## src/pkg/wdt_pkg.sv

```systemverilog
// package for the watchdog/general timer: register map, control fields, timing
// assumes an apb slave on a 100 MHz pclk with a 32 kHz tick input
package wdt_pkg;
    // ****************************************
    // register map (byte addresses, own choice)
    // ****************************************
    localparam logic [11:0] load_off = 12'h000;
    localparam logic [11:0] count_off = 12'h004;
    localparam logic [11:0] control_off = 12'h008;
    localparam logic [11:0] clear_off = 12'h00c;
    // ****************************************
    // control fields
    // ****************************************
    localparam int up_bit = 8;
    localparam int enable_bit = 7;
    localparam int periodic_bit = 6;
    localparam int watchdog_bit = 5;
    localparam int secure_bit = 4;
    localparam int prescale_hi = 3;
    localparam int prescale_lo = 2;
    localparam int irq_opt_bit = 1;
    localparam logic [8:0] control_mask = 9'h1fe;
    localparam logic [8:0] control_reset = 9'h000;
    localparam logic [15:0] load_reset = 16'h0000;
    localparam logic [15:0] count_reset = 16'h0000;
    localparam logic [7:0] seed_reset = 8'h00;
    // ****************************************
    // prescaler and reset pulse constants
    // ****************************************
    localparam logic [7:0] div1_last = 8'h00;
    localparam logic [7:0] div16_last = 8'h0f;
    localparam logic [7:0] div256_last = 8'hff;
    localparam logic [1:0] pre_div16 = 2'b01;
    localparam logic [1:0] pre_div256 = 2'b10;
    localparam int reset_pulse_ns = 100;
    localparam int clk_period_ns = 10;
    localparam int reset_pulse_cycles = reset_pulse_ns / clk_period_ns;

    typedef struct packed {
        logic reset_req;
        logic irq;
    } wdt_out_type;
endpackage : wdt_pkg

```

## src/hdl/watchdog_timer.sv

```systemverilog
// watchdog/general purpose 16-bit timer with secure clear sequence
// assumes tick_32k is a one-pclk pulse at 32 kHz rate, synchronous to pclk
//
// How it works
// RULE1: normal mode ticks 32k divided 1/16/256
// RULE2: watchdog mode counts on 32k tick
// RULE3: control bit 5 enters watchdog, reset off
// RULE4: watchdog counts down from load value
// RULE5: full load at /256 gives 512 s
// RULE6: zero gives irq if bit1, else reset
// RULE7: service write reloads counter from load
// RULE8: load and control locked in watchdog mode
// RULE9: load and count are 16 bits, count read-only
// RULE10: clear write drops normal pending interrupt
// RULE11: secure mode service must match sequence
// RULE12: sequence is x8+x6+x5+x+1 shift register
// RULE13: software seeds sequence before watchdog entry
// RULE14: matching write steps sequence at reload
// RULE15: mismatch resets at once
// RULE16: zero seed always forces reset
// RULE17: sequence state is never readable
// RULE18: control bit 8 selects count up
// RULE19: control bit 7 enables timer
// RULE20: control bit 6 selects periodic mode
// RULE21: control bit 4 enables secure clear
// RULE22: bits 3-2 prescale, 11 acts as 00
// RULE23: periodic reloads with irq, free-run wraps
//
// Added by the designer: the APB slave port and the register offsets.
`timescale 1ns/1ps
module watchdog_timer
    import wdt_pkg::*;
(
    // apb
    input wire logic pclk,
    input wire logic presetn,
    input wire logic psel,
    input wire logic penable,
    input wire logic pwrite,
    input wire logic [11:0] paddr,
    input wire logic [31:0] pwdata,
    output logic [31:0] prdata,
    output logic pready,
    output logic pslverr,
    // timebase
    input wire logic tick_32k,
    // system outputs
    output wdt_out_type wdt_out
);
    // ****************************************
    // state
    // ****************************************
    logic [8:0] control_reg;
    logic [15:0] load_reg;
    logic [15:0] count_reg;
    logic [7:0] seq_reg;
    logic [7:0] pre_reg;
    logic irq_reg;
    logic [3:0] rst_cnt_reg;
    logic [31:0] prdata_reg;
    logic pslverr_reg;

    logic wr_access, rd_access;
    logic load_sel, count_sel, control_sel, clear_sel, mapped;
    logic wd_mode, locked, enabled, tick, service;
    logic seq_match, seq_fail, expire;
    logic [7:0] pre_last;
    logic [7:0] seq_next;

    function automatic logic [7:0] seq_step(input logic [7:0] s);
        // galois form of x8+x6+x5+x+1: shift left, fold the taps back in on carry out
        seq_step = {s[6:0], 1'b0} ^ (s[7] ? 8'h63 : 8'h00);
    endfunction : seq_step

    // ****************************************
    // bus decode
    // ****************************************
    assign pready = 1'b1;
    assign wr_access = psel && penable && pwrite;
    assign rd_access = psel && penable && !pwrite;
    assign load_sel = paddr == load_off;
    assign count_sel = paddr == count_off;
    assign control_sel = paddr == control_off;
    assign clear_sel = paddr == clear_off;
    assign mapped = load_sel || count_sel || control_sel || clear_sel;
    assign prdata = prdata_reg;
    assign pslverr = pslverr_reg;

    assign wd_mode = control_reg[watchdog_bit];
    assign locked = wd_mode; // RULE8
    assign enabled = control_reg[enable_bit] || wd_mode; // RULE19
    assign service = wr_access && clear_sel;
    assign seq_next = seq_step(seq_reg); // RULE12
    assign seq_match = pwdata[7:0] == seq_reg;
    // RULE11 RULE15 RULE16
    assign seq_fail = service && wd_mode && control_reg[secure_bit]
                      && (!seq_match || seq_reg == seed_reset);

    // RULE22
    always_comb begin
        case (control_reg[prescale_hi:prescale_lo])
            pre_div16: pre_last = div16_last;
            pre_div256: pre_last = div256_last;
            default: pre_last = div1_last;
        endcase
    end

    // RULE1 RULE2 RULE5
    assign tick = enabled && tick_32k && (pre_reg == pre_last);
    assign expire = tick && wd_mode && (count_reg == 16'h0000 || count_reg == 16'h0001);

    // ****************************************
    // registers written by software
    // ****************************************
    always_ff @(posedge pclk or negedge presetn) begin
        if (!presetn) begin
            control_reg <= control_reset; // RULE3
        end else if (wr_access && control_sel && !locked) begin // RULE8
            control_reg <= pwdata[8:0] & control_mask; // RULE18 RULE20 RULE21
        end
    end

    always_ff @(posedge pclk or negedge presetn) begin
        if (!presetn) begin
            load_reg <= load_reset;
        end else if (wr_access && load_sel && !locked) begin // RULE8
            load_reg <= pwdata[15:0]; // RULE9
        end
    end

    // ****************************************
    // prescaler
    // ****************************************
    always_ff @(posedge pclk or negedge presetn) begin
        if (!presetn) begin
            pre_reg <= 8'h00;
        end else if (!enabled) begin
            pre_reg <= 8'h00;
        end else if (tick_32k) begin
            pre_reg <= (pre_reg >= pre_last) ? 8'h00 : pre_reg + 8'h01;
        end
    end

    // ****************************************
    // counter
    // ****************************************
    always_ff @(posedge pclk or negedge presetn) begin
        if (!presetn) begin
            count_reg <= count_reset;
        end else if (wr_access && control_sel && !locked && pwdata[watchdog_bit]) begin
            count_reg <= load_reg; // RULE4
        end else if (wr_access && load_sel && !locked) begin
            count_reg <= pwdata[15:0];
        end else if (service && wd_mode && !seq_fail) begin
            count_reg <= load_reg; // RULE7
        end else if (tick) begin
            if (wd_mode) begin
                count_reg <= (count_reg == 16'h0000) ? load_reg : count_reg - 16'h0001; // RULE4
            end else if (control_reg[up_bit]) begin // RULE18
                if (count_reg == 16'hffff && control_reg[periodic_bit]) begin
                    count_reg <= load_reg; // RULE23
                end else begin
                    count_reg <= count_reg + 16'h0001;
                end
            end else if (count_reg == 16'h0000 && control_reg[periodic_bit]) begin // RULE20
                count_reg <= load_reg; // RULE23
            end else begin
                count_reg <= count_reg - 16'h0001; // RULE23
            end
        end
    end

    // ****************************************
    // secure sequence
    // ****************************************
    always_ff @(posedge pclk or negedge presetn) begin
        if (!presetn) begin
            seq_reg <= seed_reset;
        end else if (service && !wd_mode) begin
            seq_reg <= pwdata[7:0]; // RULE13
        end else if (service && control_reg[secure_bit] && !seq_fail) begin
            seq_reg <= seq_next; // RULE14
        end
    end

    // ****************************************
    // interrupt
    // ****************************************
    logic term;
    assign term = tick && !wd_mode && (control_reg[up_bit] ? count_reg == 16'hffff
                                                          : count_reg == 16'h0000);
    always_ff @(posedge pclk or negedge presetn) begin
        if (!presetn) begin
            irq_reg <= 1'b0;
        end else if (term || (expire && control_reg[irq_opt_bit])) begin
            irq_reg <= 1'b1; // RULE6 RULE23
        end else if (service && !wd_mode) begin
            irq_reg <= 1'b0; // RULE10
        end else if (service && wd_mode && !seq_fail) begin
            irq_reg <= 1'b0;
        end
    end

    // ****************************************
    // reset request
    // ****************************************
    always_ff @(posedge pclk or negedge presetn) begin
        if (!presetn) begin
            rst_cnt_reg <= 4'h0;
        end else if ((expire && !control_reg[irq_opt_bit]) || seq_fail) begin
            rst_cnt_reg <= 4'(reset_pulse_cycles); // RULE6 RULE15
        end else if (rst_cnt_reg != 4'h0) begin
            rst_cnt_reg <= rst_cnt_reg - 4'h1;
        end
    end

    assign wdt_out.irq = irq_reg;
    assign wdt_out.reset_req = rst_cnt_reg != 4'h0;

    // ****************************************
    // read data
    // ****************************************
    always_ff @(posedge pclk or negedge presetn) begin
        if (!presetn) begin
            prdata_reg <= 32'h00000000;
            pslverr_reg <= 1'b0;
        end else begin
            pslverr_reg <= psel && !penable && !mapped;
            prdata_reg <= 32'h00000000;
            if (psel && !penable && !pwrite) begin
                case (paddr)
                    load_off: prdata_reg <= {16'h0000, load_reg};
                    count_off: prdata_reg <= {16'h0000, count_reg}; // RULE9
                    control_off: prdata_reg <= {23'h000000, control_reg};
                    default: prdata_reg <= 32'h00000000; // RULE17
                endcase
            end
        end
    end
endmodule : watchdog_timer

```

## config.mk

```make
export PLATFORM = sky130hd
export DESIGN_NAME = watchdog_timer
export DESIGN_NICKNAME = d
export VERILOG_FILES = /design/src/pkg/wdt_pkg.sv /design/src/hdl/watchdog_timer.sv
export SDC_FILE = /design/constraint.sdc
export NUM_CORES = 1
export LEC_CHECK = 0
export BUFFER_PORTS_ARGS = -buffer_cell sky130_fd_sc_hd__buf_4
export CAP_MARGIN = 20
export CELL_PAD_IN_SITES_DETAIL_PLACEMENT = 1
export CELL_PAD_IN_SITES_GLOBAL_PLACEMENT = 2
export CORE_MARGIN = 2
export CORE_UTILIZATION = 38
export CTS_BUF_LIST = sky130_fd_sc_hd__clkbuf_4 sky130_fd_sc_hd__clkbuf_8
export DETAILED_ROUTE_END_ITERATION = 8
export PLACE_DENSITY = 0.91
export RECOVER_POWER = 50
export SLEW_MARGIN = 20
export SYNTH_ARGS = -nofsm -noshare
export SYNTH_HDL_FRONTEND = slang
export SYNTH_SLANG_ARGS = --single-unit
```

## constraint.sdc

```tcl
create_clock -name pclk -period 5.9 [get_ports pclk]
set_input_delay 0 -clock pclk [delete_from_list [all_inputs] [get_ports pclk]]
set_output_delay 0 -clock pclk [all_outputs]
set_load 0.01 [all_outputs]
```

-- Word-level counts from Yosys, hierarchy flattened
Index checks and enable logic that the tools add are counted.
- add/sub/neg operators: 4
- reduce and logical (&&, ||, !) cells: 51
- bitwise gates (word level): 1
- multiplexer cells: 24
- $lt $le $gt $ge: 1
- equal/unequal tests: 10
- operators with widths (operator ; count):
    $mux W16 ; 9
    $pmux W16 S3 ; 1
    $mux W8 ; 5
    $mux W32 ; 1
    $logic_and A1 B1 Y1 ; 28
    $eq A12 B4 Y1 const B ; 2
    $add A16 B1 Y16 const B ; 1
    $eq A16 B1 Y1 const B ; 1
    $eq A16 B16 Y1 const B ; 1
    $eq A8 B8 Y1 ; 2
    $logic_not A16 Y1 ; 1
    $pmux W8 S2 ; 1
    $sub A16 B1 Y16 const B ; 1
    $eq A12 B3 Y1 const B ; 1
    $logic_not A12 Y1 ; 1
    $add A8 B1 Y8 const B ; 1
    $ge A8 B8 Y1 ; 1
    $logic_not A8 Y1 ; 1
    $logic_or A1 B1 Y1 ; 8
    $mux W4 ; 2
    $reduce_bool A4 Y1 ; 2
    $xor A8 B7 Y8 ; 1
    $logic_not A1 Y1 ; 7
    $mux W7 ; 1
    other kinds (7) ; 11
- bits in registers: 94
- input bits: 50
- output and inout port bits: 36

-- Longest topological paths before layout
- depth in word-level cells: 11
- gate-level depth with buffers: 12
- gate-level depth less buffers: 11

-- Least setup slack after synthesis
Ideal clock, no wire load.
- path type: reg-to-reg
- start: register control_reg[2]
- end: register pre_reg[2]
- path slack: 3.359 ns
- data arrival time: 2.477 ns
- buffers on the path: 1
- cell stages (with the launch flop): 12
- data required time: 5.836 ns
- cell sequence: dfrtp_1 inv_1 ha_1 ha_1 nor2b_1 o21a_1 o21ai_1 a31oi_1 or4b_1 clkbuf_1 nor3b_1 a21o_1
- cells in the longest elaborated chain, start to end: 6
- elaborated cells on any way between the ends: 7
- classes of those cells: order compare: 1; eq/ne: 2; mux: 4
- ends and longest elaborated chain (what ; line ; source):
    start: declaration ; watchdog_timer.sv:53 ; logic [8:0] control_reg;
    start signal: assignment ; watchdog_timer.sv:117 ; control_reg <= control_reset;
    start signal: assignment ; watchdog_timer.sv:119 ; control_reg <= pwdata[8:0] & control_mask;
    $eq A2 B2 Y1 / $eq A2 B1 Y1 (equally long branches) ; watchdog_timer.sv:101 ; case (control_reg[prescale_hi:prescale_lo])
    $pmux W8 S2 (*) ; watchdog_timer.sv:101 ;
    $ge A8 B8 Y1 (*) ; watchdog_timer.sv:140 ; pre_reg <= (pre_reg >= pre_last) ? 8'h00 : pre_reg + 8'h01;
    $mux W8 (*) ; watchdog_timer.sv:140 ;
    $mux W8 (*) ; watchdog_timer.sv:139 ; end else if (tick_32k) begin
    $mux W8 (*) ; watchdog_timer.sv:137 ; end else if (!enabled) begin
    end signal: assignment ; watchdog_timer.sv:140 ;
    end: declaration ; watchdog_timer.sv:57 ; logic [7:0] pre_reg;
Every way passes the cells marked *; elsewhere a longest branch is shown, timed or not. The select of a mux whose other input is x is not followed.
A chain may end at the register's enable or synchronous reset.

-- Worst setup path after layout
- start: register count_reg[0]
- end: register count_reg[15]
- cells in the longest elaborated chain, start to end: 9
- elaborated cells on any way between the ends: 15
- classes of those cells: add/sub: 2; eq/ne: 1; mux: 9; reduce/logical: 3
- ends and longest elaborated chain (what ; line ; source):
    start: declaration ; watchdog_timer.sv:55 ; logic [15:0] count_reg;
    start signal: assignment ; watchdog_timer.sv:149 ; count_reg <= count_reset;
    start signal: assignment ; watchdog_timer.sv:151 ; count_reg <= load_reg;
    start signal: assignment ; watchdog_timer.sv:153 ; count_reg <= pwdata[15:0];
    branches (longest 4 deep; another with $sub A16 B1 Y16) ; -- ;
    $mux W16 (*) ; watchdog_timer.sv:157 ; if (wd_mode) begin
    $mux W16 (*) ; watchdog_timer.sv:156 ; end else if (tick) begin
    $mux W16 (*) ; watchdog_timer.sv:154 ; end else if (service && wd_mode && !seq_fail) begin
    $mux W16 (*) ; watchdog_timer.sv:152 ; end else if (wr_access && load_sel && !locked) begin
    $mux W16 (*) ; watchdog_timer.sv:150 ; end else if (wr_access && control_sel && !locked && pwdata[watchdog_bit]) begin
Mark *: on every way between the ends. The select of a mux whose other input is x is not followed.

==> impl_metrics.json <==
{
  "die-area_sq_mm": 0.0163,
  "wl_met3_um": 1130,
  "drt-total-wl_um": 19300,
  "antenna_cells": 0,
  "drive_gt1_frac": 0.130,
  "async_flop_share": 1.00,
  "p_switching_w": 0.000682,
  "swShare": 0.399,
  "setup_tns_ns": 0,
  "whs_ns": 0.0446,
  "grt_pass1_wl_um": 31000,
  "portBuffers": 52,
  "post_cts_resized": 0,
  "crit_fanout": 12,
  "drv_cap": 0,
  "avgSynthCellArea_sq_um": 8.35,
  "comb_power_share": 0.365,
  "min_path_type": "in -> reg",
  "postRouteAntennaNets": 0,
  "yosysSeqAreaShare": 0.336,
  "netlist_area_sq_mm": 0.00581,
  "drtIter0Drc": 384,
  "cp_data_arrival_time_ns": 3.42,
  "dpl_worst_slack_ns": 2.87,
  "p_clk_frac": 0.232,
  "syn2layout_area_growth_pct": 12.2,
  "clk_pin_slew_ns": 0.09,
  "synthFlopType": "dfrtp_1",
  "powerDensity_mw_per_mm2": 262,
  "crit_type": "reg -> reg",
  "gp_congestion": 0.892,
  "cts_max_level": 3,
  "required_ns": 6.14,
  "cp-end-kind": "flip-flop",
  "slowest_delay_ns": 0.80,
  "cts_sinks": 78,
  "viasPerCell": 5.91,
  "start_util": 0.385,
  "grt_util_all_layers": 0.243,
  "synth_warnings": 0,
  "cts_buffer_depth": 2,
  "status": "finished, final reports clean",
  "die_w_um": 128,
  "synth_cells": 696,
  "total_power_w": 0.00171,
  "dp_hpwl_um": 13500,
  "synth_top_area_share": 0.336,
  "setup_violations": 0,
  "leakage_nw": 2.96,
  "clockRootBuffer": "clkbuf_8",
  "highest_layer": "met4",
  "met2_length_um": 8930,
  "ys_types": 76,
  "num_rows": 45,
  "ys_seq_elements": 78,
  "avgRoutedWirePerCell_um": 20.8,
  "fmax_mhz": 315,
  "slowest_stage": "nor3_2",
  "dpl-instance-area_sq_mm": 0.00617,
  "design.core.area_sq_mm": 0.0151,
  "cts_buffers": 9,
  "grt_max_degree": 79,
  "wl_met1_um": 8500,
  "final_hold_viol_count": 0,
  "p_int_w": 0.00103,
  "fin_crit_sh": 0.539,
  "max-slew-margin-rel": 0.258,
  "fin_ws_ns": 2.72,
  "grt_pass1_vias": 5742,
  "seq_power_share": 0.403,
  "vias": 5467,
  "io-pin-count": 86,
  "maxSlewViolCount": 0,
  "globalRouteOverflowTotal": 0,
  "dr.pass1.iters": 4,
  "layout_common_cells": "nand2_1 (98), dfrtp_1 (78), nor2_1 (63)",
  "cts_setup_buffers": 0,
  "dieHeight_um": 128,
  "start_kind": "flip-flop",
  "route.detailed.drc": 0,
  "mostFrequentLayoutCell": "nand2_1",
  "finalNetCount": 798,
  "ctsHoldBuffers": 20,
  "synth_area_leaders": "dfrtp_1 (34%), mux2i_1 (6.5%), nand2_1 (6.3%)",
  "cp_cell_sequence": "ha_1 > and4_1 > nand3_1 > nor3_2 > mux2i_1 > a221oi_1 > o2111a_1 > a311oi_1",
  "worst_pin_slew_ns": 1.11,
  "fin_crit_ns": 3.18,
  "synth_edf_count": 0,
  "cts_tree": "done",
  "ir_worst_vdd_mv": 0.111,
  "antenna_found_initial": 0,
  "rsz0062_at_grt": "false",
  "insertion_delay_ns": 0.39,
  "design_area_sq_mm": 0.00652,
  "synth_top_area_cell": "dfrtp_1",
  "finClkSkew_ns": 0.0129
}
==> area by class of cell <==
type	count	area, sq um
fillers	1795	8570
multi-input cells	546	3480
flip-flops and latches	78	1950
repair buffers	76	591
well taps	188	235
clock buffers	11	151
inverters	21	78.8
clock inverters	5	33.8
==> Yosys cell counts, types with 18 or more instances <==
cell type,instances
nand3_1,20
xnor2_1,22
dfrtp_1,78
nor2_1,63
nor3_1,18
a21oi_1,35
clkbuf_1,25
buf_4,19
nand2_1,98
inv_1,21
o21ai_0,36
mux2i_1,38
==> worst max-delay path: cells and delay by family, from the launching register on <==
kind,cells,cell delay (ns)
adders and majority gates,1,0.31
muxes,1,0.20
AOI/OAI and AO/OA,3,0.64
and+or+nand+nor,3,1.22
DFF,1,0.66
==> power by group through the flow <==
stage / combinational, W / clock, W / sequential [W]
after detailed placement: 0.000602 / 0 / 0.000695
after CTS: 0.000619 / 0.000408 / 0.000685
after global routing: 0.000695 / 0.000423 / 0.000697
final: 0.000623 / 0.000396 / 0.000687
after global placement: 0.000572 / 0 / 0.000687
after floorplan: 0.000524 / 0 / 0.000620
==> cell families (layout without fill, tap and decap cells) <==
logic type | after synthesis | count (layout) | synth area share
flip-flops | 78 | 78 | 0.336
adder cells (fa/ha/maj) | 16 | 16 | 0.0344
other | 2 | 17 | 0.00129
AND/OR/NAND/NOR | 273 | 273 | 0.234
multiplexers | 45 | 45 | 0.0790
buffers and inverters | 87 | 113 | 0.0758
AO/OA/AOI/OAI | 159 | 159 | 0.185
XOR/XNOR | 36 | 36 | 0.0543
==> path summary, 6_finish.rpt <==
path                       cells past startpoint                startpoint  slack (ns)                    endpoint
min reg2reg                                    2   load_reg[0]$_DFFE_PN0P_        0.53     load_reg[0]$_DFFE_PN0P_
max reg2reg                                    8  count_reg[0]$_DFFE_PN0P_        2.72   count_reg[15]$_DFFE_PN0P_
min in group asynchronous                      2                   presetn        0.19         prdata[8]$_DFF_PN0_
max in group asynchronous                      2                   presetn        5.12  control_reg[7]$_DFFE_PN0P_
max                                            8  count_reg[0]$_DFFE_PN0P_        2.72   count_reg[15]$_DFFE_PN0P_
min                                            4                  paddr[0]        0.04           pslverr$_DFF_PN0_
==> metal layers <==
layer | vias to the layer above | GRT usage
li1 | 2522 | -
met3 | 45 | 0.0384
met5 | - | 0
met1 | 2707 | 0.317
met2 | 193 | 0.395
met4 | 0 | 0.118
==> per-stage QoR <==
step	utilization	std cells
2_1_floorplan	-	711
3_3_place_gp	0.409	889
3_5_place_dp	0.409	889
4_1_cts	0.434	925
5_1_grt	0.432	925
6_report	0.432	925
Power figures use the tool's default switching activity.
